$ cat src/core/rtc_pkg.sv
/*
 * Constants, register map and carrier types for the real-time counter
 * with periodic tick. Assumes a 32-bit plain register port and a single
 * 100 MHz system clock.
 */
package rtc_pkg;

  // System clock
  localparam int unsigned SYS_CLK_HZ = 100_000_000;

  // Register byte offsets
  localparam logic [7:0] OFS_CTRL = 8'h00;
  localparam logic [7:0] OFS_FLAGS = 8'h04;
  localparam logic [7:0] OFS_ENABLES = 8'h08;
  localparam logic [7:0] OFS_COUNT = 8'h0C;
  localparam logic [7:0] OFS_PERIOD = 8'h10;
  localparam logic [7:0] OFS_COMPARE = 8'h14;
  localparam logic [7:0] OFS_CLKSEL = 8'h18;
  localparam logic [7:0] OFS_TICKCTRL = 8'h1C;
  localparam logic [7:0] OFS_DEBUG = 8'h20;

  // Field positions
  localparam int CTRL_EN_BIT = 0;
  localparam int CTRL_PRESC_LSB = 3;
  localparam int TICK_EN_BIT = 0;
  localparam int TICK_PER_LSB = 1;
  localparam int FLAG_OVF_BIT = 0;
  localparam int FLAG_CMP_BIT = 1;
  localparam int FLAG_TICK_BIT = 2;
  localparam int EVT_OVF_BIT = 4;
  localparam int EVT_CMP_BIT = 5;

  // Reset values
  localparam logic [15:0] PERIOD_RESET = 16'hFFFF;
  localparam logic [15:0] COMPARE_RESET = 16'h0000;
  localparam logic [3:0] TICK_PER_RESET = 4'h1;

  // Widths and tick ranges
  localparam int COUNT_W = 16;
  localparam int PRESC_W = 15;
  localparam int TICK_EVT_LO = 5;   // 64 count-clock cycles
  localparam int TICK_EVT_HI = 12;  // 8192 count-clock cycles
  localparam int TICK_EVT_N = TICK_EVT_HI - TICK_EVT_LO + 1;
  localparam logic [3:0] TICK_SEL_MIN = 4'h1;  // 4 cycles
  localparam logic [3:0] TICK_SEL_MAX = 4'hE;  // 32768 cycles
  localparam int ULP_DIV_W = 5;     // divide by 32

  // Reference clock sources
  typedef enum logic [1:0] {
    SRC_CRYSTAL = 2'b00,
    SRC_EXTERNAL = 2'b01,
    SRC_LOW_POWER = 2'b10,
    SRC_LOW_POWER_DIV32 = 2'b11
  } clk_src_e;

  // Software configuration carried as one bundle
  typedef struct packed {
    logic counter_enable_bit;
    logic [3:0] presc_sel;
    logic tick_enable_bit;
    logic [3:0] tick_sel;
    logic debug_run_bit;
    logic [5:0] enables;
    logic [15:0] period;
    logic [15:0] compare;
  } config_s;

endpackage

$ cat src/core/rtc_tick_counter.sv
/*
 * Real-time counter with compare, overflow and periodic tick outputs.
 * Everything runs on ref_clk_i; the selected reference pin only makes a
 * one-cycle count enable, so there is no second clock domain to cross.
 * Holds the register port, the shared 15-bit prescaler, the 16-bit
 * counter with its compare and period match, and the tick squares.
 * Assumes the reference clocks arrive as slow pins asynchronous to
 * ref_clk_i, each well below a quarter of the system clock rate.
 * Assumes cpu_halted_i comes from logic on ref_clk_i, so it is not
 * synchronised here.
 * Assumes software picks the reference source before enabling either
 * function; a later pick waits until both are off again.
 */
// The placing of the registers and the strobed register port were chosen for this implementation.
`timescale 1ns/1ps
// Behaviour
// - 16-bit counter advances per prescaled clock
// - Four selectable reference clock sources
// - 15-bit prescaler divides the reference clock
// - Compare fires on advance after match
// - Overflow fires on advance after period match
// - Overflow returns counter to zero
// - Each source optionally raises interrupt, event; here the tick events have no enable bit and run whenever the tick is enabled
// - Tick enable independent of counter enable
// - Tick uses same count clock
// - Tick interrupt every 4 to 32768
// - Tick events every 64 to 8192
// - Counter runs in sleep, interrupts wake
// - Stops on debugger halt unless debug-run
// - Debug-run set keeps counting while halted
// - Prescaler off while both functions off
// - Tick output is square, full period
// - Enable bit starts and stops counter
module rtc_tick_counter (
  input wire logic ref_clk_i,
  input wire logic reset_i,
  input wire logic crystal_clk_i,
  input wire logic ext_clk_i,
  input wire logic low_power_clk_i,
  input wire logic cpu_halted_i,
  input wire logic [7:0] addr_i,
  input wire logic [31:0] wr_data_i,
  input wire logic wr_i,
  input wire logic rd_i,
  output logic [31:0] rd_data_o,
  output logic ovf_irq_o,
  output logic cmp_irq_o,
  output logic tick_irq_o,
  output logic ovf_event_o,
  output logic cmp_event_o,
  output logic [rtc_pkg::TICK_EVT_N-1:0] tick_event_o
);
  import rtc_pkg::*;

  ////////////////////////////////////////////////////////////////////////
  // Pin synchronisers and edge detection

  // Synchroniser stages, edge detect and low-power divider
  logic [2:0] pin_meta;
  logic [2:0] pin_sync;
  logic [2:0] pin_prev;
  logic [2:0] pin_rise;
  logic [ULP_DIV_W-1:0] ulp_div;
  logic ulp_div_tick;

  // Two flops per pin; only the second stage is looked at
  // Reset clears the stages, so a pin high at release counts one edge
  always_ff @(posedge ref_clk_i) begin
    if (reset_i) begin
      pin_meta <= 3'h0;
      pin_sync <= 3'h0;
      pin_prev <= 3'h0;
    end else begin
      pin_meta <= {low_power_clk_i, ext_clk_i, crystal_clk_i};
      pin_sync <= pin_meta;
      pin_prev <= pin_sync;
    end
  end

  // Rising edge of each synced pin, one cycle wide
  assign pin_rise = pin_sync & ~pin_prev;

  // Divide-by-32 of the low-power oscillator
  always_ff @(posedge ref_clk_i) begin
    if (reset_i) begin
      ulp_div <= '0;
    end else if (pin_rise[2]) begin
      ulp_div <= ulp_div + 1'b1;
    end
  end

  // Fires on the rise that wraps the divider
  assign ulp_div_tick = pin_rise[2] && (ulp_div == {ULP_DIV_W{1'b1}});

  ////////////////////////////////////////////////////////////////////////
  // Software registers

  // Live configuration and the pending source request
  config_s cfg;
  clk_src_e src_req;
  clk_src_e src_active;
  logic [2:0] flags;
  logic any_enabled;

  // Write decodes, one per writable register; the count has none
  wire wr_ctrl = wr_i && (addr_i == OFS_CTRL);
  wire wr_flags = wr_i && (addr_i == OFS_FLAGS);
  wire wr_enables = wr_i && (addr_i == OFS_ENABLES);
  wire wr_period = wr_i && (addr_i == OFS_PERIOD);
  wire wr_compare = wr_i && (addr_i == OFS_COMPARE);
  wire wr_clksel = wr_i && (addr_i == OFS_CLKSEL);
  wire wr_tick = wr_i && (addr_i == OFS_TICKCTRL);
  wire wr_debug = wr_i && (addr_i == OFS_DEBUG);

  // Configuration writes; tick period clamped into its legal range
  // Write bits outside the defined fields are ignored
  always_ff @(posedge ref_clk_i) begin
    if (reset_i) begin
      cfg.counter_enable_bit <= 1'b0;
      cfg.presc_sel <= 4'h0;
      cfg.tick_enable_bit <= 1'b0;
      cfg.tick_sel <= TICK_PER_RESET;
      cfg.debug_run_bit <= 1'b0;
      cfg.enables <= 6'h00;
      cfg.period <= PERIOD_RESET;
      cfg.compare <= COMPARE_RESET;
      src_req <= SRC_CRYSTAL;
    end else begin
      if (wr_ctrl) begin
        cfg.counter_enable_bit <= wr_data_i[CTRL_EN_BIT];
        cfg.presc_sel <= wr_data_i[CTRL_PRESC_LSB +: 4];
      end
      if (wr_tick) begin
        cfg.tick_enable_bit <= wr_data_i[TICK_EN_BIT];
        cfg.tick_sel <= (wr_data_i[TICK_PER_LSB +: 4] < TICK_SEL_MIN) ? TICK_SEL_MIN :
                        (wr_data_i[TICK_PER_LSB +: 4] > TICK_SEL_MAX) ? TICK_SEL_MAX :
                        wr_data_i[TICK_PER_LSB +: 4];
      end
      if (wr_debug) begin
        cfg.debug_run_bit <= wr_data_i[0];
      end
      if (wr_enables) begin
        cfg.enables <= wr_data_i[5:0];
      end
      if (wr_period) begin
        cfg.period <= wr_data_i[15:0];
      end
      if (wr_compare) begin
        cfg.compare <= wr_data_i[15:0];
      end
      if (wr_clksel) begin
        src_req <= clk_src_e'(wr_data_i[1:0]);
      end
    end
  end

  // Either function running releases the prescaler from zero and locks the source; presc_sel stays writable
  assign any_enabled = cfg.counter_enable_bit || cfg.tick_enable_bit;

  // Active source follows the request only while everything is off
  // Switching under a running count could split one count clock
  always_ff @(posedge ref_clk_i) begin
    if (reset_i) begin
      src_active <= SRC_CRYSTAL;
    end else if (!any_enabled) begin
      src_active <= src_req;
    end
  end

  ////////////////////////////////////////////////////////////////////////
  // Count clock, halt gating and prescaler

  // Count enable path
  logic src_tick;
  logic run_ok;
  logic count_tick;
  logic [PRESC_W-1:0] presc;
  logic [PRESC_W-1:0] presc_mask;
  logic counter_advance;

  // Selected reference edge as a one-cycle enable
  // The divided source is already an enable from the low-power divider
  always_comb begin
    case (src_active)
      SRC_CRYSTAL: src_tick = pin_rise[0];
      SRC_EXTERNAL: src_tick = pin_rise[1];
      SRC_LOW_POWER: src_tick = pin_rise[2];
      SRC_LOW_POWER_DIV32: src_tick = ulp_div_tick;
      default: src_tick = 1'b0;
    endcase
  end

  // Halt gating; debug-run keeps counting under a halted core
  assign run_ok = !cpu_halted_i || cfg.debug_run_bit;
  assign count_tick = src_tick && run_ok;

  // Shared prescaler, held at zero while both functions are off
  // Clearing it when idle puts the first tick half a period out
  always_ff @(posedge ref_clk_i) begin
    if (reset_i || !any_enabled) begin
      presc <= '0;
    end else if (count_tick) begin
      presc <= presc + 1'b1;
    end
  end

  // Advance once every 2^presc_sel count clocks
  // Select 0 gives an empty mask and an advance on every count clock
  assign presc_mask = PRESC_W'((32'h1 << cfg.presc_sel) - 32'h1);
  assign counter_advance = cfg.counter_enable_bit && count_tick &&
                           ((presc & presc_mask) == presc_mask);

  ////////////////////////////////////////////////////////////////////////
  // Counter, compare and overflow

  // Counter state and the two match strobes
  logic [COUNT_W-1:0] count;
  logic ovf_hit;
  logic cmp_hit;

  // Matches use the value before the advance, so they fire one step late
  assign ovf_hit = counter_advance && (count == cfg.period);
  assign cmp_hit = counter_advance && (count == cfg.compare);

  // Keeps going whatever the sleep state; only enable and halt stop it
  // Disabling holds the count; only reset or an overflow clears it
  always_ff @(posedge ref_clk_i) begin
    if (reset_i) begin
      count <= '0;
    end else if (ovf_hit) begin
      count <= '0;
    end else if (counter_advance) begin
      count <= count + 1'b1;
    end
  end

  ////////////////////////////////////////////////////////////////////////
  // Periodic tick

  // Tick level, its last value and the gated prescaler copy
  logic tick_level;
  logic tick_prev;
  logic tick_rise;
  logic [PRESC_W-1:0] tick_bits;

  // Gated prescaler bits; the selected bit is a square wave
  // Enabling the tick while the counter runs can give an early first edge
  assign tick_bits = cfg.tick_enable_bit ? presc : '0;
  assign tick_level = tick_bits[cfg.tick_sel];
  assign tick_rise = tick_level && !tick_prev;

  // Last tick level for the rising-edge detect
  always_ff @(posedge ref_clk_i) begin
    if (reset_i) begin
      tick_prev <= 1'b0;
    end else begin
      tick_prev <= tick_level;
    end
  end

  ////////////////////////////////////////////////////////////////////////
  // Sticky flags, requests and events

  // Match strobes per flag and the flag next state
  logic [2:0] hits;
  logic [2:0] next_flags;

  // All indications come from the sampled count clock, so software sees
  // only system-clock-aligned values
  assign hits = {tick_rise, cmp_hit, ovf_hit};

  // Set beats a simultaneous write-one clear
  // A tick edge landing on a clear is never lost
  assign next_flags = hits | (flags & ~(wr_flags ? wr_data_i[2:0] : 3'h0));

  // Requests follow the flags in the same cycle; events are single pulses
  always_ff @(posedge ref_clk_i) begin
    if (reset_i) begin
      flags <= 3'h0;
      ovf_irq_o <= 1'b0;
      cmp_irq_o <= 1'b0;
      tick_irq_o <= 1'b0;
      ovf_event_o <= 1'b0;
      cmp_event_o <= 1'b0;
    end else begin
      flags <= next_flags;
      ovf_irq_o <= next_flags[FLAG_OVF_BIT] && cfg.enables[FLAG_OVF_BIT];
      cmp_irq_o <= next_flags[FLAG_CMP_BIT] && cfg.enables[FLAG_CMP_BIT];
      tick_irq_o <= next_flags[FLAG_TICK_BIT] && cfg.enables[FLAG_TICK_BIT];
      ovf_event_o <= ovf_hit && cfg.enables[EVT_OVF_BIT];
      cmp_event_o <= cmp_hit && cfg.enables[EVT_CMP_BIT];
    end
  end

  // Event taps at 64 .. 8192 count clocks, square while tick enabled
  // Each tap is registered so the event router sees clean levels
  genvar gi;
  generate
    for (gi = 0; gi < TICK_EVT_N; gi = gi + 1) begin : g_tick_evt
      always_ff @(posedge ref_clk_i) begin
        if (reset_i) begin
          tick_event_o[gi] <= 1'b0;
        end else begin
          tick_event_o[gi] <= tick_bits[TICK_EVT_LO + gi];
        end
      end
    end
  endgenerate

  ////////////////////////////////////////////////////////////////////////
  // Read port, one cycle latency

  // Selected register ahead of the output flop
  logic [31:0] rd_mux;

  // Count read is direct; the bus clock limit keeps it stable
  // Unmapped offsets read as zero
  always_comb begin
    case (addr_i)
      OFS_CTRL: rd_mux = {25'h0, cfg.presc_sel, 2'h0, cfg.counter_enable_bit};
      OFS_FLAGS: rd_mux = {29'h0, flags};
      OFS_ENABLES: rd_mux = {26'h0, cfg.enables};
      OFS_COUNT: rd_mux = {16'h0, count};
      OFS_PERIOD: rd_mux = {16'h0, cfg.period};
      OFS_COMPARE: rd_mux = {16'h0, cfg.compare};
      OFS_CLKSEL: rd_mux = {28'h0, src_active, src_req};
      OFS_TICKCTRL: rd_mux = {27'h0, cfg.tick_sel, cfg.tick_enable_bit};
      OFS_DEBUG: rd_mux = {31'h0, cfg.debug_run_bit};
      default: rd_mux = 32'h0;
    endcase
  end

  // Data stands only in the cycle after the strobe
  // Zero between answers, so a stray sample never shows stale data
  always_ff @(posedge ref_clk_i) begin
    if (reset_i) begin
      rd_data_o <= 32'h0;
    end else begin
      rd_data_o <= rd_i ? rd_mux : 32'h0;
    end
  end

endmodule

$ cat config.mk
export PLATFORM = sky130hd
export DESIGN_NAME = rtc_tick_counter
export DESIGN_NICKNAME = d
export VERILOG_FILES = /design/src/core/rtc_pkg.sv /design/src/core/rtc_tick_counter.sv
export SDC_FILE = /design/constraint.sdc
export NUM_CORES = 1
export LEC_CHECK = 0
export CAP_MARGIN = 0
export CORE_MARGIN = 2
export CORE_UTILIZATION = 50
export DETAILED_ROUTE_END_ITERATION = 10
export DONT_BUFFER_PORTS = 1
export SLEW_MARGIN = 20
export SYNTH_ARGS = -nofsm -noshare
export SYNTH_HDL_FRONTEND = slang
export SYNTH_SLANG_ARGS = --single-unit
$ cat constraint.sdc
create_clock -name ref_clk_i -period 5.15 [get_ports ref_clk_i]
set_input_delay 0.515 -clock ref_clk_i [delete_from_list [all_inputs] [get_ports ref_clk_i]]
set_output_delay 0.515 -clock ref_clk_i [all_outputs]
set_load 0.1 [all_outputs]
* Word level (Yosys, flattened, before mapping)
Index checks and enable logic that the tools add are counted.
** Word-level totals
- Register bits :: 147
- Input bits :: 48
- Output and inout bits :: 45
- Logic and storage cells :: 100
** Cells by class
- Add/subtract/negate cells :: 4
- Order comparisons :: 3
- Equality and inequality tests :: 15
- Shift-type cells :: 1
- Multiplexer cells :: 8
- Bitwise operators :: 7
- Reductions and logical operators :: 30
** Operators with widths (number)
- 16-bit case mux with 9 select lines :: 1
- 16-bit equality test :: 2
- 8-bit by 5-bit equality test with 1-bit output (second input constant) :: 4
- 1-bit logical AND :: 20
- 16-bit by 1-bit adder with 16-bit output (second input constant) :: 1
- 8-bit by 4-bit equality test with 1-bit output (second input constant) :: 2
- 15-bit by 1-bit adder with 15-bit output (second input constant) :: 1
- 15-bit AND :: 1
- 15-bit equality test :: 1
- 15-bit 2-to-1 mux :: 1
- 1-bit by 4-bit << shifter with 15-bit output (first input constant) :: 1
- 15-bit by 1-bit subtractor with 15-bit output (second input constant) :: 1
- 8-bit by 3-bit equality test with 1-bit output (second input constant) :: 1
- 8-bit by 6-bit equality test with 1-bit output (second input constant) :: 1
- 8-bit logical NOT :: 1
- 4-bit 2-to-1 mux :: 2
- 3-bit AND :: 2
- 3-bit NOT :: 2
- 5-bit by 1-bit adder with 5-bit output (second input constant) :: 1
- 5-bit equality test (second input constant) :: 1
- 4-bit by 5-bit less-than comparator with 1-bit output (second input constant) :: 1
- 1-bit binary-select mux with 4-bit select :: 1
- 2-bit equality test (second input constant) :: 2
- 4-bit greater-than comparator (second input constant) :: 1
- 11 further kinds :: 16

* Longest topological paths before layout
- Depth in word-level cells :: 10
- Depth in mapped cells :: 12
- Mapped depth without buffers :: 9

* Worst setup path before layout
OpenSTA, ideal clock, no wires.
- Path type :: register -> register
- From :: register cfg[47] (netlist name)
- To :: register count[10]
- Arrival :: 2330 ps
- Required time :: 5089 ps
- Setup slack :: 2760 ps
- Stages on the path, launching flop included :: 13
- Path buffers :: 3
- Period minus slack after synthesis :: 2390 ps
- Path through :: dfxtp_1 > nor3_1 > nand2b_1 > ha_1 > buf_2 > nor4b_1 > a31oi_1 > a211o_1 > and3_1 > buf_4 > buf_4 > nand3_1 > a32o_1
** Between the ends
- Word-level cells in the longest chain between the ends :: 7
** RTL lines
- start, declared :: RTL line rtc_tick_counter.sv:99 : config_s cfg;
- 1-bit by 4-bit << shifter with 15-bit output (*) :: RTL line rtc_tick_counter.sv:209 : assign presc_mask = PRESC_W'((32'h1 << cfg.presc_sel) - 32'h1);
- 15-bit by 1-bit subtractor with 15-bit output (*) :: RTL line rtc_tick_counter.sv:209
- 15-bit AND :: RTL line rtc_tick_counter.sv:211 : ((presc & presc_mask) == presc_mask);
- 15-bit equality test (*) :: RTL line rtc_tick_counter.sv:211
- 1-bit logical AND (*) :: RTL line rtc_tick_counter.sv:210 : assign counter_advance = cfg.counter_enable_bit && count_tick &&
- 1-bit logical AND :: RTL line rtc_tick_counter.sv:222 : assign ovf_hit = counter_advance && (count == cfg.period);
- 2-bit OR reduction (no source line)
- end signal, assigned :: RTL line rtc_tick_counter.sv:233 : count <= count + 1'b1;
- end, declared :: RTL line rtc_tick_counter.sv:217 : logic [COUNT_W-1:0] count;
Every way passes the cells marked *; elsewhere a longest branch is shown, timed or not.
A chain may end at the register's enable or synchronous reset.

* Worst setup path after layout
- From :: register cfg[45] (netlist name)
- To :: register cmp_irq_o
** Between the ends
- Word-level cells in the longest chain between the ends :: 8
** RTL lines
- 1-bit by 4-bit << shifter with 15-bit output (*) :: RTL line rtc_tick_counter.sv:209
- 15-bit by 1-bit subtractor with 15-bit output (*) :: RTL line rtc_tick_counter.sv:209
- 15-bit AND :: RTL line rtc_tick_counter.sv:211
- 15-bit equality test (*) :: RTL line rtc_tick_counter.sv:211
- 1-bit logical AND (*) :: RTL line rtc_tick_counter.sv:210
- 1-bit logical AND (*) :: RTL line rtc_tick_counter.sv:223 : assign cmp_hit = counter_advance && (count == cfg.compare);
- 3-bit bitwise OR (*) :: RTL line rtc_tick_counter.sv:274 : assign next_flags = hits | (flags & ~(wr_flags ? wr_data_i[2:0] : 3'h0));
- 1-bit logical AND (*) :: RTL line rtc_tick_counter.sv:288 : cmp_irq_o <= next_flags[FLAG_CMP_BIT] && cfg.enables[FLAG_CMP_BIT];
- end signal, assigned :: RTL line rtc_tick_counter.sv:288
- end, declared :: RTL line rtc_tick_counter.sv:47 : output logic cmp_irq_o,
Marks and branches as above.

==> results.cfg <==
[pwr]
finalPower_mw = 2.322
cellPowerDensity_nw_per_um2 = 338.0
p_leak_nw = 2.379
ir_drop_v = 0.0001940

[cts]
cts_tree = built
ctsResizeCount = 0
path_clk_slew_ns = 0.06
clock_tree.root_cell = clkbuf_16
htreeDepth = 4
clockBufferDepth = 2
clk_latency_ns = 0.42
cts_hold_buffers = 0
cts_made_buffers = 17
cts.sinks = 131
cts_setup_buffers = 0

[die]
die_w_um = 116.5
dieArea_um2 = 13570
initial_core_util_pct = 50.75
std_cell_rows = 41
core_um2 = 12470
io_pins = 93
fp.dieH_um = 116.5

[timing]
period_needed_ns = 3.051
hold_viol = 0
finalCritPeriodShare_pct = 59.25
fin_setup_tns_ns = 0
fin_ws_ns = 2.099
worstMarginPinSlew_ns = 0.9676
rsz0062_at_grt = false
fin_skew_ns = 0.008162
holdWs_ns = 0.1728
setup_viol = 0
fmax_mhz = 327.7
slew_headroom_pct = 35.40
drv_slew = 0

[placement]
dp.cells = 863
dp_hpwl_mm = 10.88
numPortBuffers = 0
gp_congestion = 0.8221
dpl_worst_slack_ns = 2.126

[worst_setup_path]
worstPathMaxFanout = 18
r2r_slack_ns = 2.10
timing.rr.start = cfg[45]
path_class = reg2reg
worstSetupEndpointType = flip-flop
crit_arrival_ns = 3.35
critPathLaunch = cfg[45]
crit_path_start_kind = flip-flop
worstPathRequired_ns = 5.45

[outcome]
status = complete, no violations

[detailed_routing]
firstDrtPassIters = 6
dr.first_iter.drc_count = 548
wl_per_cell_um = 18.22
vias = 5300
drcViolationCount = 0
drt_wl_total_mm = 16.31
ant_nets = 0
routed_via_density = 5.922

[synthesis]
syn_area_um2 = 6326
synthFlopType = dfxtp_1
synth_cell_type_count = 60
syn_avg_cell_area_um2 = 8.469
async_reset_ff_share_pct = 0
synth_edf_count = 0
syn_inst = 747
yosys_warnings = 0
synth_top_area_cell = dfxtp_1
yosysSeqAreaShare_pct = 41.46
yosysTopAreaCellShare_pct = 41.46
ys_ff_latch = 131
synthTopCellsByArea = dfxtp_1 41%, nand3_1 6.7%, nand2_1 5.1%

[finish]
nets = 763
drive_above_1_share_pct = 7.746
layout_common_cells = 131 x dfxtp_1, 86 x nand2_1, 85 x nand3_1
ff_latch_area_um2 = 2623
area_growth_pct = 8.623
multi_input_area_um2 = 3351
nFillCells = 1187
n_antenna_cell = 0
fin_cells = 895
final_common_cell = dfxtp_1

[global_routing]
grtUsageTotal_pct = 25.75
grt_pass1_vias = 4966
grt_overflow = 0
antenna_found_initial = 0
grt_max_degree = 76
grt_pass1_wl_mm = 26.61

[job]
maxCapViolCount = 0

[min_path]
hold_path.class = in2reg
hp-start = reset_i
-- Yosys cell counts (6+ instances only) --
cell type and instances:
nor4_1 11, mux2i_1 11, dfxtp_1 131, nand2_1 86, buf_4 19, nand4_1 14, a22oi_1 6, inv_1 13
buf_2 7, nor2_1 55, and3_1 8, clkbuf_1 43, xor2_1 20, a21oi_1 46, a222oi_1 11, and2_1 10
nand3_1 85, xnor2_1 28, nor3_1 20, o21ai_0 15, a32o_1 14, nor2b_1 16
-- where the power goes --
group	leakage [nW]	internal, mW	switching [mW]
Combinational	1.03	0.0128	0.0678
Clock	0.296	0.770	0.452
Sequential	1.06	1.02	0.00220
-- per-stage QoR --
step / utilization (%) / area (um^2)
6_report: 55.12 / 6872
5_1_grt: 55.12 / 6872
4_1_cts: 55.09 / 6868
3_5_place_dp: 50.28 / 6267
3_3_place_gp: 50.23 / 6261
2_1_floorplan: - / 6382
-- flip-flops by register name, summed over array words and instances, names as in the netlist --
register and flops:
ovf_irq_o 1, tick_event_o 8, ulp_div 5, src_req 2, presc 15, tick_prev 1
cmp_event_o 1, cmp_irq_o 1, tick_irq_o 1, flags 3, rd_data_o 16, src_active 2
pin_meta 3, pin_sync 3, count 16, pin_prev 3, cfg 49, ovf_event_o 1
-- metal layers --
metal,track usage (%),wire [um],vias to the layer above
met2,37.87,7316,173
met3,5.812,1054,17
li1,-,-,2547
met5,0,0,-
met1,37.62,7722,2563
met4,8.016,218,0
-- worst paths after layout --
kind	endpoint	cells after the start
setup / recovery	cmp_irq_o	9
hold / removal	ovf_event_o	1
hold reg to reg	pin_sync[2]	1
setup reg to reg	cmp_irq_o	9
-- area by class of cell --
cell class                 count  area share [%]
sequential                   131           38.16
clock buffer                  18           6.391
inverter                      14          0.7647
clock inverter                14           2.349
tap                          172           3.132
multi-input combinational    542           48.76
timing repair buffer           4          0.4370
-- worst max-delay path: stages (launching register included) --
cell and delay, ns:
dfxtp_1 0.43, nor3_1 0.47, nand2b_1 0.11, ha_1 0.33, nor4b_1 0.30, a31oi_1 0.07, a211o_1 0.29, and3_1 0.43
a32oi_1 0.41, nor3b_1 0.10
-- cells by family (layout without fill, tap and decap cells) --
group / Yosys count / count (layout) / share of synthesized area [%]
buffers and inverters: 89 / 50 / 6.665
DFF: 131 / 131 / 41.46
adders and majority gates: 5 / 5 / 0.9889
AOI/OAI and AO/OA: 118 / 118 / 12.76
and+or+nand+nor: 333 / 333 / 26.25
xor gates and xnor gates: 48 / 48 / 6.646
other: 1 / 16 / 0.05928
muxes: 22 / 22 / 5.182
(Power assumes the default switching activity.)
